### src/pcs_pkg.sv
// Purpose: shared constants for the peripheral clock select and oscillator control block
// Assumes: registers sit at fixed 32-bit byte addresses on the plain register port
// Notes:   field positions, reset values and codes live here only
package pcs_pkg;

	// ==========================================================
	// register addresses
	localparam logic [31:0] PCS_SYS_ADDR = 32'h400f_4000;
	localparam logic [31:0] PCS_OSC_ADDR = 32'h400f_4004;

	// ==========================================================
	// system clock control fields
	localparam int PCS_PRESC_LSB = 8;
	localparam int PCS_SRC0_BIT  = 12;
	localparam int PCS_LOWF_BIT  = 13;
	localparam int PCS_COSEL_LSB = 16;
	localparam int PCS_ADC_BIT   = 20;
	localparam int PCS_USB_BIT   = 23;

	localparam logic [2:0] PCS_PRESC_RST = 3'h0;
	localparam logic [1:0] PCS_COSEL_RST = 2'h1;

	// ==========================================================
	// oscillation control fields
	localparam int PCS_WSTART_BIT = 0;
	localparam int PCS_WSTAT_BIT  = 1;
	localparam int PCS_PLL_BIT    = 2;
	localparam int PCS_WSRC_BIT   = 3;
	localparam int PCS_FIX_LSB    = 4;

	localparam logic [3:0] PCS_FIX_RST = 4'h3;

	// ==========================================================
	// codes
	localparam logic [2:0] PCS_PRESC_MAX  = 3'h5;
	localparam logic [1:0] PCS_COSEL_LOWF = 2'h0;
	localparam logic [1:0] PCS_COSEL_HALF = 2'h1;
	localparam logic [1:0] PCS_COSEL_SYS  = 2'h2;
	localparam logic [1:0] PCS_COSEL_TMR  = 2'h3;

	// warm-up ticks of the selected oscillator
	localparam logic [15:0] PCS_WARMUP_TICKS = 16'h0100;

	typedef enum logic [0:0] {
		PCS_WU_IDLE,
		PCS_WU_RUN
	} pcs_wu_e;

endpackage : pcs_pkg

### src/pcs_presc_if.sv
// Purpose: carries the source pulse and divide code to the prescaler and the divided pulse back from it
// Assumes: all signals on core_clk
// Notes:   none
`timescale 1ns/1ps
`default_nettype none
interface pcs_presc_if;
	logic       src_en;
	logic [2:0] code;
	logic       div_en;

	modport ctrl (output src_en, output code, input div_en);
	modport div  (input src_en, input code, output div_en);
endinterface : pcs_presc_if
`default_nettype wire

### src/pcs_prescaler.sv
// Purpose: divides a clock enable pulse stream by a power of two
// Assumes: src_en is a one-cycle pulse on core_clk
// Notes:   reserved codes produce no pulses
`timescale 1ns/1ps
`default_nettype none
module pcs_prescaler
	import pcs_pkg::*;
(
	input  wire logic core_clk, // core clock
	input  wire logic rstn,     // async reset, active low
	pcs_presc_if.div  pif       // source, code, divided pulse
);
	logic [4:0] cnt_q;
	logic [4:0] cnt_d;
	logic [4:0] mask;

	// ==========================================================
	// divider
	always_comb begin
		mask   = 5'((6'h01 << pif.code) - 6'h01);
		cnt_d  = pif.src_en ? 5'(cnt_q + 5'h01) : cnt_q;
		// codes 0..5 divide by 1..32, others stop
		pif.div_en = pif.src_en && (pif.code <= PCS_PRESC_MAX)
		             && ((cnt_q & mask) == mask);
	end

	always_ff @(posedge core_clk or negedge rstn) begin
		if (!rstn) begin
			cnt_q <= 5'h00;
		end else begin
			cnt_q <= cnt_d;
		end
	end

	// outcome and code of the previous source pulse, for the alternation check
	logic last_div_q, last_div_d;
	logic last_one_q, last_one_d;

	always_comb begin
		last_div_d = pif.src_en ? pif.div_en : last_div_q;
		last_one_d = pif.src_en ? (pif.code == 3'h1) : last_one_q;
	end

	always_ff @(posedge core_clk or negedge rstn) begin
		if (!rstn) begin
			last_div_q <= 1'b0;
			last_one_q <= 1'b0;
		end else begin
			last_div_q <= last_div_d;
			last_one_q <= last_one_d;
		end
	end
endmodule : pcs_prescaler
`default_nettype wire

### src/pcs_clock_ctrl.sv
// Purpose: peripheral clock select, prescaler, clock output, gates and warm-up control
// Assumes: all clocks arrive as one-cycle enable pulses on core_clk
// Notes:   read data stand one cycle after the read strobe
//
// Added by the designer: strobed register access.
`timescale 1ns/1ps
`default_nettype none
module pcs_clock_ctrl
	import pcs_pkg::*;
#(
	parameter logic [15:0] WARMUP_TICKS = PCS_WARMUP_TICKS
) (
	input  wire logic        core_clk,          // core clock, 100 MHz
	input  wire logic        rstn,              // async reset, active low
	input  wire logic [31:0] reg_addr,          // register byte address
	input  wire logic [31:0] reg_wdata,         // write data
	input  wire logic        reg_wr,            // write strobe
	input  wire logic        reg_rd,            // read strobe
	output logic      [31:0] reg_rdata,         // read data, cycle after strobe
	input  wire logic        gear_clk_en,       // geared clock pulse
	input  wire logic        fc_clk_en,         // undivided high-speed clock pulse
	input  wire logic        fs_clk_en,         // low-frequency clock pulse
	input  wire logic        fsys_clk_en,       // system clock pulse
	input  wire logic        tmr_clk_en,        // timer prescale clock pulse
	input  wire logic        main_osc_en,       // main oscillator tick
	input  wire logic        lows_osc_en,       // low-speed oscillator tick
	output logic             periph_clk_en,     // peripheral source pulse
	output logic             presc_clk_en,      // prescaled peripheral pulse
	output logic             clock_output_pin,  // clock output pin level
	output logic             adc_clk_supply,    // converter clock running
	output logic             usb_host_rst,      // usb host held in reset
	output logic             pll_enable,        // pll running
	output logic             warmup_source_select, // 1 low-speed oscillator
	output logic             warmup_status      // warm-up in progress
);
	// ==========================================================
	// register file
	logic [2:0] presc_q,  presc_d;
	logic       src0_q,   src0_d;
	logic       lowf_q,   lowf_d;
	logic [1:0] cosel_q,  cosel_d;
	logic       adc_q,    adc_d;
	logic       usb_q,    usb_d;
	logic       pll_q,    pll_d;
	logic       wsrc_q,   wsrc_d;
	logic [3:0] fix_q,    fix_d;
	logic [31:0] rdata_q, rdata_d;
	logic        sys_wr, osc_wr, wu_start;
	logic [31:0] sys_view, osc_view;

	always_comb begin
		sys_wr = reg_wr && (reg_addr == PCS_SYS_ADDR);
		osc_wr = reg_wr && (reg_addr == PCS_OSC_ADDR);
		presc_d = presc_q;
		src0_d  = src0_q;
		lowf_d  = lowf_q;
		cosel_d = cosel_q;
		adc_d   = adc_q;
		usb_d   = usb_q;
		pll_d   = pll_q;
		wsrc_d  = wsrc_q;
		fix_d   = fix_q;
		if (sys_wr) begin
			presc_d = reg_wdata[PCS_PRESC_LSB +: 3];
			src0_d  = reg_wdata[PCS_SRC0_BIT];
			lowf_d  = reg_wdata[PCS_LOWF_BIT];
			cosel_d = reg_wdata[PCS_COSEL_LSB +: 2];
			adc_d   = reg_wdata[PCS_ADC_BIT];
			usb_d   = reg_wdata[PCS_USB_BIT];
		end
		if (osc_wr) begin
			pll_d  = reg_wdata[PCS_PLL_BIT];
			wsrc_d = reg_wdata[PCS_WSRC_BIT];
			fix_d  = reg_wdata[PCS_FIX_LSB +: 4];
		end
		wu_start = osc_wr && reg_wdata[PCS_WSTART_BIT];
		// only held fields and the warm-up status appear, all else reads zero
		sys_view = 32'h0000_0000;
		sys_view[PCS_PRESC_LSB +: 3] = presc_q;
		sys_view[PCS_SRC0_BIT]       = src0_q;
		sys_view[PCS_LOWF_BIT]       = lowf_q;
		sys_view[PCS_COSEL_LSB +: 2] = cosel_q;
		sys_view[PCS_ADC_BIT]        = adc_q;
		sys_view[PCS_USB_BIT]        = usb_q;
		osc_view = 32'h0000_0000;
		osc_view[PCS_WSTAT_BIT]      = warmup_status;
		osc_view[PCS_PLL_BIT]        = pll_q;
		osc_view[PCS_WSRC_BIT]       = wsrc_q;
		osc_view[PCS_FIX_LSB +: 4]   = fix_q;
		rdata_d = 32'h0000_0000;
		if (reg_rd && reg_addr == PCS_SYS_ADDR) begin
			rdata_d = sys_view;
		end else if (reg_rd && reg_addr == PCS_OSC_ADDR) begin
			rdata_d = osc_view;
		end
	end

	always_ff @(posedge core_clk or negedge rstn) begin
		if (!rstn) begin
			presc_q <= PCS_PRESC_RST;
			src0_q  <= 1'b0;
			lowf_q  <= 1'b0;
			cosel_q <= PCS_COSEL_RST;
			adc_q   <= 1'b0;
			usb_q   <= 1'b0;
			pll_q   <= 1'b0;
			wsrc_q  <= 1'b0;
			fix_q   <= PCS_FIX_RST;
			rdata_q <= 32'h0000_0000;
		end else begin
			presc_q <= presc_d;
			src0_q  <= src0_d;
			lowf_q  <= lowf_d;
			cosel_q <= cosel_d;
			adc_q   <= adc_d;
			usb_q   <= usb_d;
			pll_q   <= pll_d;
			wsrc_q  <= wsrc_d;
			fix_q   <= fix_d;
			rdata_q <= rdata_d;
		end
	end

	assign reg_rdata            = rdata_q;
	assign adc_clk_supply       = !adc_q;
	assign usb_host_rst         = usb_q;
	assign pll_enable           = pll_q;
	assign warmup_source_select = wsrc_q;

	// ==========================================================
	// peripheral source and prescaler
	pcs_presc_if pif ();
	logic src_en;
	logic per_q, per_d, pre_q, pre_d;

	always_comb begin
		if (lowf_q) begin
			src_en = fs_clk_en;
		end else if (src0_q) begin
			src_en = fc_clk_en;
		end else begin
			src_en = gear_clk_en;
		end
		pif.src_en = src_en;
		pif.code   = presc_q;
		per_d      = src_en;
		pre_d      = pif.div_en;
	end

	always_ff @(posedge core_clk or negedge rstn) begin
		if (!rstn) begin
			per_q <= 1'b0;
			pre_q <= 1'b0;
		end else begin
			per_q <= per_d;
			pre_q <= pre_d;
		end
	end

	pcs_prescaler u_presc (
		.core_clk (core_clk),
		.rstn     (rstn),
		.pif      (pif.div)
	);

	assign periph_clk_en = per_q;
	assign presc_clk_en  = pre_q;

	// ==========================================================
	// clock output: pin toggles on each pulse of the chosen rate
	logic half_q, half_d, pin_q, pin_d, out_en;

	always_comb begin
		half_d = fsys_clk_en ? !half_q : half_q;
		case (cosel_q)
			PCS_COSEL_LOWF: out_en = fs_clk_en;
			PCS_COSEL_HALF: out_en = fsys_clk_en && half_q;
			PCS_COSEL_SYS:  out_en = fsys_clk_en;
			PCS_COSEL_TMR:  out_en = tmr_clk_en;
			default:        out_en = 1'b0;
		endcase
		pin_d = out_en ? !pin_q : pin_q;
	end

	always_ff @(posedge core_clk or negedge rstn) begin
		if (!rstn) begin
			half_q <= 1'b0;
			pin_q  <= 1'b0;
		end else begin
			half_q <= half_d;
			pin_q  <= pin_d;
		end
	end

	assign clock_output_pin = pin_q;

	// ==========================================================
	// warm-up timer
	pcs_wu_e     wu_q, wu_d;
	logic [15:0] wcnt_q, wcnt_d;
	logic        tick;

	always_comb begin
		tick   = wsrc_q ? lows_osc_en : main_osc_en;
		wu_d   = wu_q;
		wcnt_d = wcnt_q;
		case (wu_q)
			PCS_WU_IDLE: begin
				if (wu_start) begin
					wu_d   = PCS_WU_RUN;
					wcnt_d = WARMUP_TICKS;
				end
			end
			PCS_WU_RUN: begin
				if (wu_start) begin
					wcnt_d = WARMUP_TICKS;
				end else if (tick) begin
					wcnt_d = 16'(wcnt_q - 16'h0001);
					if (wcnt_q <= 16'h0001) begin
						wu_d = PCS_WU_IDLE;
					end
				end
			end
			default: wu_d = PCS_WU_IDLE;
		endcase
	end

	always_ff @(posedge core_clk or negedge rstn) begin
		if (!rstn) begin
			wu_q   <= PCS_WU_IDLE;
			wcnt_q <= 16'h0000;
		end else begin
			wu_q   <= wu_d;
			wcnt_q <= wcnt_d;
		end
	end

	assign warmup_status = (wu_q == PCS_WU_RUN);
endmodule : pcs_clock_ctrl
`default_nettype wire

### config.mk
export PLATFORM = sky130hd
export DESIGN_NAME = pcs_clock_ctrl
export DESIGN_NICKNAME = d
export VERILOG_FILES = /design/src/pcs_pkg.sv /design/src/pcs_presc_if.sv /design/src/pcs_prescaler.sv /design/src/pcs_clock_ctrl.sv
export SDC_FILE = /design/constraint.sdc
export NUM_CORES = 1
export LEC_CHECK = 0
export BUFFER_PORTS_ARGS = -buffer_cell sky130_fd_sc_hd__buf_2
export CORE_MARGIN = 5
export CORE_UTILIZATION = 45
export DETAILED_ROUTE_END_ITERATION = 7
export GPL_ROUTABILITY_DRIVEN = 0
export PLACE_DENSITY = 0.76
export SLEW_MARGIN = 15
export SYNTH_ARGS = -nofsm -noshare
export SYNTH_HDL_FRONTEND = slang
export SYNTH_HIERARCHICAL = 1
export SYNTH_SLANG_ARGS = --single-unit
### constraint.sdc
create_clock -name core_clk -period 7 [get_ports core_clk]
set_input_delay 1.4 -clock core_clk [delete_from_list [all_inputs] [get_ports core_clk]]
set_output_delay 1.4 -clock core_clk [all_outputs]
set_load 0.02 [all_outputs]
# Word level (Yosys, flattened, before mapping)
# Index checks and enable logic that the tools add are counted.
# classes
addsub	3
n_lt_le_gt_ge	2
n_eq_ne	8
shift	1
mux	15
bitwise_logic	2
n_reduce_logical	13
# op_table
operator	n
32-bit by 31-bit equality test with 1-bit output, second input constant	2
16-bit 2-to-1 mux	3
16-bit case mux with 2 select lines	1
24-bit 2-to-1 mux	1
16-bit by 1-bit less-or-equal comparator with 1-bit output, second input constant	1
16-bit by 1-bit subtractor with 16-bit output, second input constant	1
1-bit logical AND	8
8-bit 2-to-1 mux	1
1-bit 2-to-1 mux	7
5-bit by 1-bit adder with 5-bit output, second input constant	1
5-bit bitwise AND	1
5-bit equality test	1
1-bit by 3-bit left shift with 5-bit output, first input constant	1
5-bit by 1-bit subtractor with 5-bit output, second input constant	1
2-bit equality test, second input constant	2
1-bit case mux with 4 select lines	1
3-bit less-or-equal comparator, second input constant	1
1-bit zero test	3
3-bit by 2-bit != test with 1-bit output, second input constant	1
2-bit by 1-bit equality test with 1-bit output, second input constant	1
2-bit zero test	1
2-bit != test, second input constant	1
1-bit case mux with 2 select lines	1
2-bit AND reduction	1
1-bit NOT	1
# word_totals
register_bits	73
inputBits	75
out_inout_bits	40
elab_cells	61

# Depth between registers and ports, before layout
# Gate-level depths: netlist of the first run.
# logic_depth
ltp_word	5
mapped_depth	7
depth_no_buf	6

# Hierarchy
# Netlist of the first run, hierarchy kept.
# modules_own_cells
module	n_inst	cells_per_inst	area_each_um2	seq_area_each_um2
pcs_clock_ctrl	1	198	2353.5	1305.0
pcs_prescaler	1	29	321.6	125.1

# Worst setup path before layout of the first run
# Ideal clock, no wire load.
# synth_timing
path_type	input -> register
startpoint	input reg_addr[13]
endpoint	register wcnt_q[0]
setup_ps	132
arrival_ps	3026
required_time_ps	6868
path_slack_ps	3842
path_stages	5
n_path_buf	1
cell_sequence	nor4b_1 nand4_1 nor4_1 clkbuf_1 nor2_1
# synth_via
elab_chain_cells	5
elab_cells_between_ends	8
cone_classes	eq/ne (3); mux (2); reduce/logical (3)
# synth_rtl
item	line_no	rtl
start: declaration	pcs_clock_ctrl.sv:15	input wire logic [31:0] reg_addr,
32-bit by 31-bit equality test with 1-bit output (*)	pcs_clock_ctrl.sv:53	osc_wr = reg_wr && (reg_addr == PCS_OSC_ADDR);
1-bit logical AND (*)	pcs_clock_ctrl.sv:53	
1-bit logical AND (*)	pcs_clock_ctrl.sv:76	wu_start = osc_wr && reg_wdata[PCS_WSTART_BIT];
16-bit 2-to-1 mux, or another cell as far along	pcs_clock_ctrl.sv:215	if (wu_start) begin
16-bit case mux with 2 select lines or 2-bit AND reduction (tied branches)	-	
end signal: assignment	pcs_clock_ctrl.sv:234	wcnt_q <= wcnt_d;
end: declaration	pcs_clock_ctrl.sv:200	logic [15:0] wcnt_q, wcnt_d;
# Mark *: on every way between the ends. The rest lies on a longest branch, timed or not.
# A chain may end at the register's enable or synchronous reset.

# Worst setup path after layout of the first run
# layout_timing
startpoint	input reg_addr[8]
endpoint	register usb_q, in the netlist usb_host_rst
# layout_via
elab_chain_cells	2
# layout_rtl
item	line_no	rtl
32-bit by 31-bit equality test with 1-bit output	pcs_clock_ctrl.sv:52	sys_wr = reg_wr && (reg_addr == PCS_SYS_ADDR);
1-bit logical AND	pcs_clock_ctrl.sv:52	
end signal: assignment	pcs_clock_ctrl.sv:116	usb_q <= usb_d;
end: declaration	pcs_clock_ctrl.sv:43	logic usb_q, usb_d;
# No other way between the ends.

==> results of run 1 <==
==> how the worst min path moves through the flow <==
stage,start,endpoint,slack (ns),cells after the start
5_1_grt,clock_output_pin,clock_output_pin,0.49,1
4_1_cts,clock_output_pin,clock_output_pin,0.46,1
2_1_floorplan,half_q,half_q,0.43,1
3_5_place_dp,clock_output_pin,clock_output_pin,0.45,1
3_3_place_gp,half_q,half_q,0.45,1
6_report,clock_output_pin,clock_output_pin,0.46,1
==> layer usage <==
layer  vias to the layer above  routed length (um)  global-route usage, %
met2                        63                2600                  25.05
met4                         0                 139                  7.950
met1                       918                2241                  18.33
met3                        12                 388                  4.352
met5                         -                   0                      0
li1                        978                   -                      -
==> cells by family after synthesis <==
logic type	Yosys count	synth area share [%]
flip-flops	57	53.46
other	1	0.1402
XOR/XNOR	12	3.929
AND/OR/NAND/NOR	80	19.18
buffers and inverters	27	6.081
adder cells (fa/ha/maj)	4	1.871
multiplexers	21	9.121
AO/OA/AOI/OAI	25	6.221
==> final cells by class <==
cell class,instances,area [sq um],area share (%)
well taps,75,93.84,2.807
inverters,7,26.28,0.7859
clock buffers,14,172.7,5.165
multi-input cells,158,1145,34.24
flip-flops and latches,57,1430,42.78
repair buffers,86,440.4,13.17
clock inverters,2,35.03,1.048
==> cell usage after synthesis (all sizes together) (2+ instances only) <==
master / n / area [sq um]
xor2: 5 / 43.79
ha: 4 / 50.05
buf: 17 / 125.1
inv: 7 / 26.28
dfstp: 3 / 78.83
o31ai: 5 / 37.54
and2: 17 / 106.4
a21oi: 8 / 40.04
or4: 9 / 71.32
nor4: 7 / 50.05
nand2: 8 / 30.03
dfrtp: 54 / 1351
nor4b: 5 / 43.79
nor2: 8 / 30.03
nor3: 5 / 25.02
nand4: 4 / 25.02
or3: 5 / 37.54
or4b: 2 / 20.02
xnor2: 7 / 61.31
clkbuf: 3 / 11.26
mux2i: 3 / 30.03
mux2: 17 / 191.4
nor3b: 3 / 22.52
o21ai: 6 / 30.03
==> cells in the final DEF (no fill, tap or decap), types with 2 or more instances in the layout <==
cell	count
or4_1	8
xor2_1	5
buf_2	82
inv_1	7
nor4_2	2
buf_4	4
nor3b_1	3
nor4b_1	5
mux2_2	17
nor3_1	5
or3_1	3
or4b_1	2
nor4_1	5
a21oi_1	8
and2_1	17
ha_1	4
clkbuf_8	12
mux2i_1	3
dfstp_2	3
nand4_1	4
nand2_1	8
o21ai_0	6
dfrtp_1	54
nor2_1	8
xnor2_1	7
o31ai_1	5
clkbuf_1	2
conb_1	16
==> through the flow <==
step | power [mW] | cell area, sq um | hold WS, ns
final | 0.7742 | 3343 | 0.4588
after global routing | 0.8104 | 3343 | 0.4898
after CTS | 0.7821 | 3343 | 0.4632
after detailed placement | 0.4639 | 3136 | 0.4516
after global placement | 0.4596 | 3136 | 0.4460
after floorplan | 0.4334 | 2731 | 0.4307
==> state kept, by name, summed over array words and instances (netlist names), 2 cells and up <==
signal	count
pif.code	3
u_presc/cnt_q	5
reg_rdata	16
fix_q	4
wcnt_q	16
cosel_q	2
==> worst register-to-register path, delay by kind of cell, from the launching register on <==
kind	cells	cell delay, ns
DFF	1	0.41
and+or+nand+nor	3	1.74
AOI/OAI and AO/OA	1	0.15
==> where the power goes <==
| group | total [mW] | internal [mW] | switching [mW] |
|---|---|---|---|
| registers | 0.374 | 0.353 | 0.0203 |
| clock network | 0.317 | 0.193 | 0.124 |
| logic | 0.0832 | 0.0400 | 0.0432 |
==> run metrics, run 1 <==
outcome=finished clean; Worst setup SP type=input port; CTS clk-pin slew, worst paths=roughly 0.060 ns; H-Tree Depth=3; Post-synth top flop=dfrtp_1; Max Cap Violations=0; DR WL/cell=13.46 um; Mean Syn Cell Area=around 12 sq um; share of cells above drive strength 1=39.51%; Peak VDD IR=0.1381 mV; Worst setup EP type=flip-flop; final setup violation count=0; CTS Sinks=57; register area share after synthesis=53.46%; n_diodes=0; fin cells=~400; Final Max Tran Viols=0; CTS Buf Count=9; first-pass GRT wire length=8.949 mm; CTS Buffer Depth=2; Reg2Reg Setup Slack=4.64 ns; # hold bufs at CTS=0; CP max-delay cell=nor4_2; critical path, cell by cell=buf_2 > nor4b_1 > nand4_1 > nor4_2 > mux2_2; R2R depth=4; Die Wd=87.10 um; Largest stage delay, worst path=0.89 ns; GR Util All Layers=~15%; Crit Path Class=in2reg; Syn Std Cell Area=0.002675 sq mm; Pwr Density=231.6 mW/mm^2; Slew headroom=32.03%; vias in the first global route=2004; Post-Synthesis Cells=227; asr flop ratio synth=100.0%; latest clock arrival within the worst-skew pair=approximately 0.34 ns; Static Leak=1.704 nW; Arr. time, crit path=3.38 ns; crit path max fanout=9; RSZ-0062 raised after global routing=no; GRT Residual Overflow=0; initial antenna violation count=0; initial core utilization=45.72%; setup TNS=0 ns; Req. time, crit path=7.22 ns; RR Startpoint=wcnt_q[4]; CP Depth=5; CTS tree=yes; initial drt markers=74; RR Endpoint=wcnt_q[10]; post-DP HPWL=4.011 mm; Final nets=398; Final ANT Viol Nets=0; DP Worst Slack=~3.4 ns; CP bufs+invs=1; post-CTS setup buffers=0; number of synthesized flops with an enable pin=0; largest net degree at the start of global routing=58; period utilisation layout=45.09%; Via density=4.940; FMAX=316.8 MHz; Hold Violations, Final=0; post-CTS sizing=0; clock root cell=clkbuf_8; clk_skew=0.005400 ns; final cell utilization of the core=a little under three fifths; fin worst setup slack=between 3 and 4 ns; wirelength, routed=5.369 mm; Port Buffers=82; die area=0.007586 sq mm; Initial DRT Pass Iterations=4; core area=0.005851 sq mm; boundary pin count=115; min Tclk post-route=3.156 ns; Area Overhead vs Synth=24.98%; dpl cells=383; row cnt=28; worst-margin pin slew=approximately 1.0 ns; synthesized flop and latch total=between 50 and 60; Netlist cell types=44; CP Launch Point=reg_addr[8]; DRC viols=0; path category of the worst min-delay check=reg2reg; via count=around 2000; Syn. warnings=6; CP top delay family=simple AND/OR/NAND/NOR gates; Die Ht=between 80 and 90 um; Worst Setup EP=usb_host_rst; Fill cells=a little over 500
Note: power is estimated with default switching activity, not from simulation.
==> run 2, diff against run 1 <==
ABC_AREA = 1   (was not set)
clock period = 2.8 ns   (was 7 ns; I/O delays follow)
==> run 2 against run 1 <==
Cell area increased by 16%. Register-to-register slack worse by 3.5 ns. Synthesized area is 19% higher. First-iteration DRC count is 20% higher. Clock skew is 0.0023 ns higher. Synthesized cell count grew 86%. Sequential share of layout area fell by 5.8 points. Total power rose to 2.8 times the previous value. Routed wire length increased by 34%. Flip-flop and latch count unchanged. Via count is 46% higher. Core utilization fell by 0.51 points. Critical endpoint is now wcnt_q[15].
==> run metrics, run 2 <==
Max Cap Violations=0 (unchanged); Area Overhead vs Synth=21.59%; Final nets=591 (+48%); period utilisation layout=roughly three fifths; core area=0.006832 sq mm (+17%); Hold Violations, Final=0 (unchanged); Final ANT Viol Nets=0 (unchanged); Static Leak=2.124 nW (+25%); asr flop ratio synth=100.0% (unchanged); RSZ-0062 raised after global routing=no; path category of the worst min-delay check=in2async; Via density=4.703 (-4.8%); Netlist cell types=36 (-18%); register area share after synthesis=44.95% (-8.5 points); initial drt markers=89 (+20%); Peak VDD IR=0.2167 mV (+57%); Die Wd=94.09 um (+8.0%); Storage cell area=0.001430 sq mm (unchanged); CTS tree=yes; crit path max fanout=15 (+6); via count=2883 (+46%); GR Util All Layers=17.08% (+1.8 points); mux cell area share after synthesis=0% (-9.1 points); leading cell type by number of instances after synthesis=nand2_1; Die Ht=94.09 um (+8.0%); wirelength, routed=7.216 mm (+34%); H-Tree Depth=3 (unchanged); post-synthesis xor/xnor area fraction=2.202% (-1.7 points); post-CTS setup buffers=0 (unchanged); Mean Syn Cell Area=7.540 sq um (-36%); Final Max Tran Viols=0 (unchanged); initial antenna violation count=0 (unchanged); Worst setup SP type=input port; GRT Residual Overflow=0 (unchanged); Syn. warnings=6 (unchanged); most frequent cells in the layout=nand2_1, buf_2, nor2_1; share of cells above drive strength 1=24.37% (-15 points); initial core utilization=46.58% (+0.85 points); worst-margin pin slew=0.6465 ns (-0.3647 ns); top cells by area, synth=dfrtp_1, nand2_1, nor2_1, nand3_1, inv_1; vias in the first global route=2868 (+43%); footprint of the multi-input gates=0.001449 sq mm (+27%); Synth top cells by count=nand2_1, nor2_1, inv_1, dfrtp_1, nand3_1; post-DP HPWL=5.693 mm (+42%); Initial DRT Pass Iterations=4 (unchanged); Synth top area share=42.47% (-8.0 points); Fill cells=647 (+28%); adder-cell share of the synthesized area=1.573% (-0.30 points); n_diodes=0 (unchanged); main combinational cell family by area after synthesis=simple AND/OR/NAND/NOR gates; clock root cell=clkbuf_8; DP Worst Slack=0.7785 ns (-2.668 ns); # hold bufs at CTS=0 (unchanged); Slew headroom=56.90% (+25 points); outcome=finished clean; compound-cell area share of the yosys netlist=2.674% (-3.5 points); row cnt=30 (+7.1%); area leader, netlist=dfrtp_1; DR WL/cell=11.77 um (-13%); synthesized flop and latch total=57 (unchanged); first-pass GRT wire length=12.14 mm (+36%); clk_skew=0.007738 ns (+0.002338 ns); largest net degree at the start of global routing=50 (-14%); CTS Sinks=57 (unchanged); Req. time, crit path=3.01 ns (-4.21 ns); Post-Synthesis Cells=422 (+86%); Reg2Reg Setup Slack=1.16 ns (-3.48 ns); number of synthesized flops with an enable pin=0 (unchanged); Worst setup EP type=flip-flop; CTS Buffer Depth=2 (unchanged); die area=0.008852 sq mm (+17%); Crit Path Class=in2reg; min Tclk post-route=1.676 ns; post-CTS sizing=0 (unchanged); Post-synth top flop=dfrtp_1; latest clock arrival within the worst-skew pair=0.32 ns (-0.02 ns); Port Buffers=82 (unchanged); Syn Std Cell Area=0.003182 sq mm (+19%); boundary pin count=115 (unchanged); most common cell after layout, fill and taps aside=nand2_1; CTS clk-pin slew, worst paths=0.07 ns (about the same); FMAX=596.7 MHz; final setup violation count=0 (unchanged); Pwr Density=564.2 mW/mm^2 (+140%); Synth Area in Simple Gates=37.20% (+18 points); Arr. time, crit path=1.89 ns (-1.49 ns); fin worst setup slack=1.124 ns (-2.719 ns); DRC viols=0 (unchanged); setup TNS=0 ns (unchanged); CTS Buf Count=9 (unchanged)
## run 2: cell count changes after synthesis, moves of 6 or more
cell,previous run,this run
inv_1,7,55
xnor2_1,7,1
mux2_2,17,0
nand2_1,8,107
nand3_1,1,48
nor2_2,0,11
or4_1,8,0
nor2_1,8,71
nor4_1,6,0
and2_1,17,1
## run 2: final cells by class
| class | count | area share (%) |
|---|---|---|
| clock inverter | 2 | 0.9056 |
| clock buffer | 14 | 4.722 |
| sequential | 57 | 36.97 |
| inverter | 57 | 5.530 |
| tap | 96 | 3.105 |
| timing repair buffer | 84 | 11.32 |
| multi-input combinational | 303 | 37.45 |
## run 2: kinds of logic (layout without fill, tap and decap cells)
logic type / after synthesis / count (layout)
xor gates and xnor gates: 8 / 8
adders and majority gates: 4 / 4
AOI/OAI and AO/OA: 15 / 15
buffers and inverters: 77 / 157
and+or+nand+nor: 260 / 260
other: 1 / 16
DFF: 57 / 57
## run 2: where the power goes
| part | switching (mW) | total, mW | internal (mW) | leakage (nW) |
|---|---|---|---|---|
| clock | 0.308 | 0.815 | 0.507 | 0.113 |
| sequential | 0.0824 | 0.993 | 0.911 | 0.727 |
| combinational | 0.231 | 0.374 | 0.143 | 1.28 |
| total | 0.621 | 2.18 | 1.56 | 2.12 |
## run 2: worst max-delay path: stages
cell	delay [ns]
buf_2	0.11
nor2_1	0.10
nand2_1	0.06
nor2_1	0.14
nand2_2	0.14
nor2_2	0.14
nand4_2	0.37
nand3_1	0.20
nand2_1	0.06
## run 2: worst paths after layout
path                             startpoint               end  depth (start not counted)
min reg2reg                clock_output_pin  clock_output_pin                          1
min                                    rstn      reg_rdata[3]                          1
max                            reg_addr[21]        wcnt_q[15]                          9
max reg2reg                          src0_q      presc_clk_en                          9
max in group asynchronous              rstn          fix_q[1]                          2
min in group core_clk         reg_wdata[16]        cosel_q[0]                          3
## run 2: stage by stage
stage	utilization (%)	power [mW]	hold slack [ns]	area, sq um	std cells
after floorplan	-	1.257	0.2644	3238	437
after global placement	53.44	1.361	0.4261	3651	597
after detailed placement	53.44	1.378	0.4355	3651	597
after CTS	56.63	2.208	0.07443	3869	613
after global routing	56.63	2.306	0.08149	3869	613
final	56.63	2.183	0.08351	3869	613
## run 2: per-layer routing
metal | up-vias | share of wire, % | GRT usage (%) | routed length (um)
met2 | 79 | 52 | 31.05 | 3767
li1 | 1458 | - | - | -
met1 | 1331 | 40 | 19.12 | 2918
met3 | 15 | 5.5 | 4.808 | 396
met4 | 0 | 1.9 | 5.415 | 134
met5 | - | 0 | 0 | 0
==> run 3, diff against run 2 <==
clock period = 1.53 ns   (was 2.8 ns; I/O delays follow)
==> run 3 against run 2 <==
Critical path depth decreased by 1. Global-route usage increased by 0.52 points. Die area unchanged. Flip-flop and latch count unchanged. Clock skew decreased by 0.0017 ns. First-iteration DRC count increased by 120%. Total power increased by 89%. Final cell count increased by 2.8%. Routed wire length increased by 4.9%.
==> run metrics, run 3 (synthesis results as in run 2) <==
n_diodes=0 (unchanged); Arr. time, crit path=1.68 ns (-0.21 ns); CTS Buf Count=9 (unchanged); GR Util All Layers=17.59% (+0.52 points); final setup violation count=0 (unchanged); RR Startpoint=warmup_source_select; Hold Violations, Final=0 (unchanged); largest net degree at the start of global routing=46 (-8.0%); clock root cell=clkbuf_8; period utilisation layout=95.17%; path category of the worst min-delay check=in2reg; Pwr Density=1019 mW/mm^2 (+81%); RR Endpoint=wcnt_q[13]; wirelength, routed=7.571 mm (+4.9%); Area Overhead vs Synth=27.21%; crit path max fanout=7 (-8); Hold Path Sink=fix_q[0]; GRT Residual Overflow=0 (unchanged); post-DP HPWL=5.866 mm (+3.0%); Req. time, crit path=1.75 ns (-1.26 ns); most common cell after layout, fill and taps aside=nand2_1; CTS clk-pin slew, worst paths=0.06 ns (about the same); R2R depth=8 (-1); Die Wd=94.09 um (unchanged); CTS tree=yes; Static Leak=2.206 nW (+3.9%); Final ANT Viol Nets=0 (unchanged); RSZ-0062 raised after global routing=yes; HP Start=reg_wdata[4]; H-Tree Depth=3 (unchanged); Worst setup EP type=flip-flop; share of cells above drive strength 1=28.28% (+3.9 points); initial core utilization=46.58% (unchanged); FMAX=around 700 MHz; boundary pin count=115 (unchanged); Final nets=608 (+2.9%); Peak VDD IR=0.4278 mV (+97%); Final Max Tran Viols=0 (unchanged); Port Buffers=82 (unchanged); Worst setup SP type=flip-flop; most frequent cells in the layout=nand2_1, buf_2, nor2_1; Hold Crit Depth=3; row cnt=30 (unchanged); vias in the first global route=2861 (-0.24%); total power draw=4.123 mW (+89%); clk_skew=0.006081 ns (-0.001656 ns); latest clock arrival within the worst-skew pair=0.33 ns (about the same); Via density=4.698 (about the same); DR WL/cell=12.02 um (+2.1%); hold_ws=0.1896 ns (+0.1061 ns); Reg2Reg Setup Slack=0.07 ns (-1.09 ns); Max Cap Violations=0 (unchanged); CTS Sinks=57 (unchanged); first-pass GRT wire length=12.39 mm (+2.0%); min Tclk post-route=1.456 ns; die area=0.008852 sq mm (unchanged); CTS Buffer Depth=2 (unchanged); via count=2960 (+2.7%); Crit Path Class=reg2reg; Die Ht=94.09 um (unchanged); outcome=finished clean; initial antenna violation count=0 (unchanged); core area=0.006832 sq mm (unchanged); DRC viols=0 (unchanged); initial drt markers=194 (+120%); Initial DRT Pass Iterations=4 (unchanged)
run 3: critical path, cell delays in order (launching register included):
cell,delay (ns)
dfrtp_2,0.44
nor2_1,0.10
nor2_1,0.07
nor2_1,0.17
nand2_1,0.13
nor2_4,0.22
nand4_1,0.11
nand2_1,0.08
nor2_1,0.04
run 3: worst max path at each step:
stage,from,endpoint,slack [ns],depth (start not counted)
finish,warmup_source_select,wcnt_q[13],0.07,8
global route,warmup_source_select,wcnt_q[9],-0.04,8
CTS,wcnt_q[0],wcnt_q[8],0.07,7
detailed placement,reg_addr[8],wcnt_q[10],-0.005,9
global placement,reg_addr[4],reg_rdata[7],0.04,9
floorplan,warmup_source_select,wcnt_q[8],0.17,6
run 3: final cells by class:
cell class | instances | area [sq um]
Clock buffer | 10 | 127.6
Timing Repair Buffer | 101 | 593.1
Sequential cell | 57 | 1431
Fill cell | 641 | 2784
Inverter | 57 | 214.0
Multi-Input combinational cell | 303 | 1479
Tap cell | 96 | 120.1
Clock inverter | 6 | 82.58
run 3: layer usage:
layer | up-vias | wire [um] | track usage [%]
met5 | - | 0 | 0
met1 | 1389 | 3009 | 19.49
met3 | 8 | 383 | 4.888
met4 | 0 | 91 | 5.415
li1 | 1492 | - | -
met2 | 71 | 4087 | 32.35
run 3: repair_timing:
action	4_1_cts	5_1_grt
gates resized for setup	0	11
setup endpoints to repair	0	10
hold buffers	1	0
buffers inserted	0	4
hold endpoints to repair	12	0
run 3: through the flow:
| step | util, % | setup WS, ns | area (sq um) | cells | setup TNS [ns] |
|---|---|---|---|---|---|
| global route | 59.25 | -0.03697 | 4048 | 630 | -0.1247 |
| floorplan | - | 0.1710 | 3238 | 437 | 0 |
| CTS | 58.35 | 0.06785 | 3986 | 626 | 0 |
| global placement | 55.13 | 0.03573 | 3766 | 609 | 0 |
| detailed placement | 55.13 | -0.005316 | 3766 | 609 | -0.005316 |
| finish | 59.25 | 0.07385 | 4048 | 630 | 0 |
run 3: power by group:
| part | internal, mW | switching [mW] |
|---|---|---|
| clock | 0.908 | 0.593 |
| sequential | 1.67 | 0.147 |
| combinational | 0.343 | 0.466 |
| total | 2.92 | 1.21 |
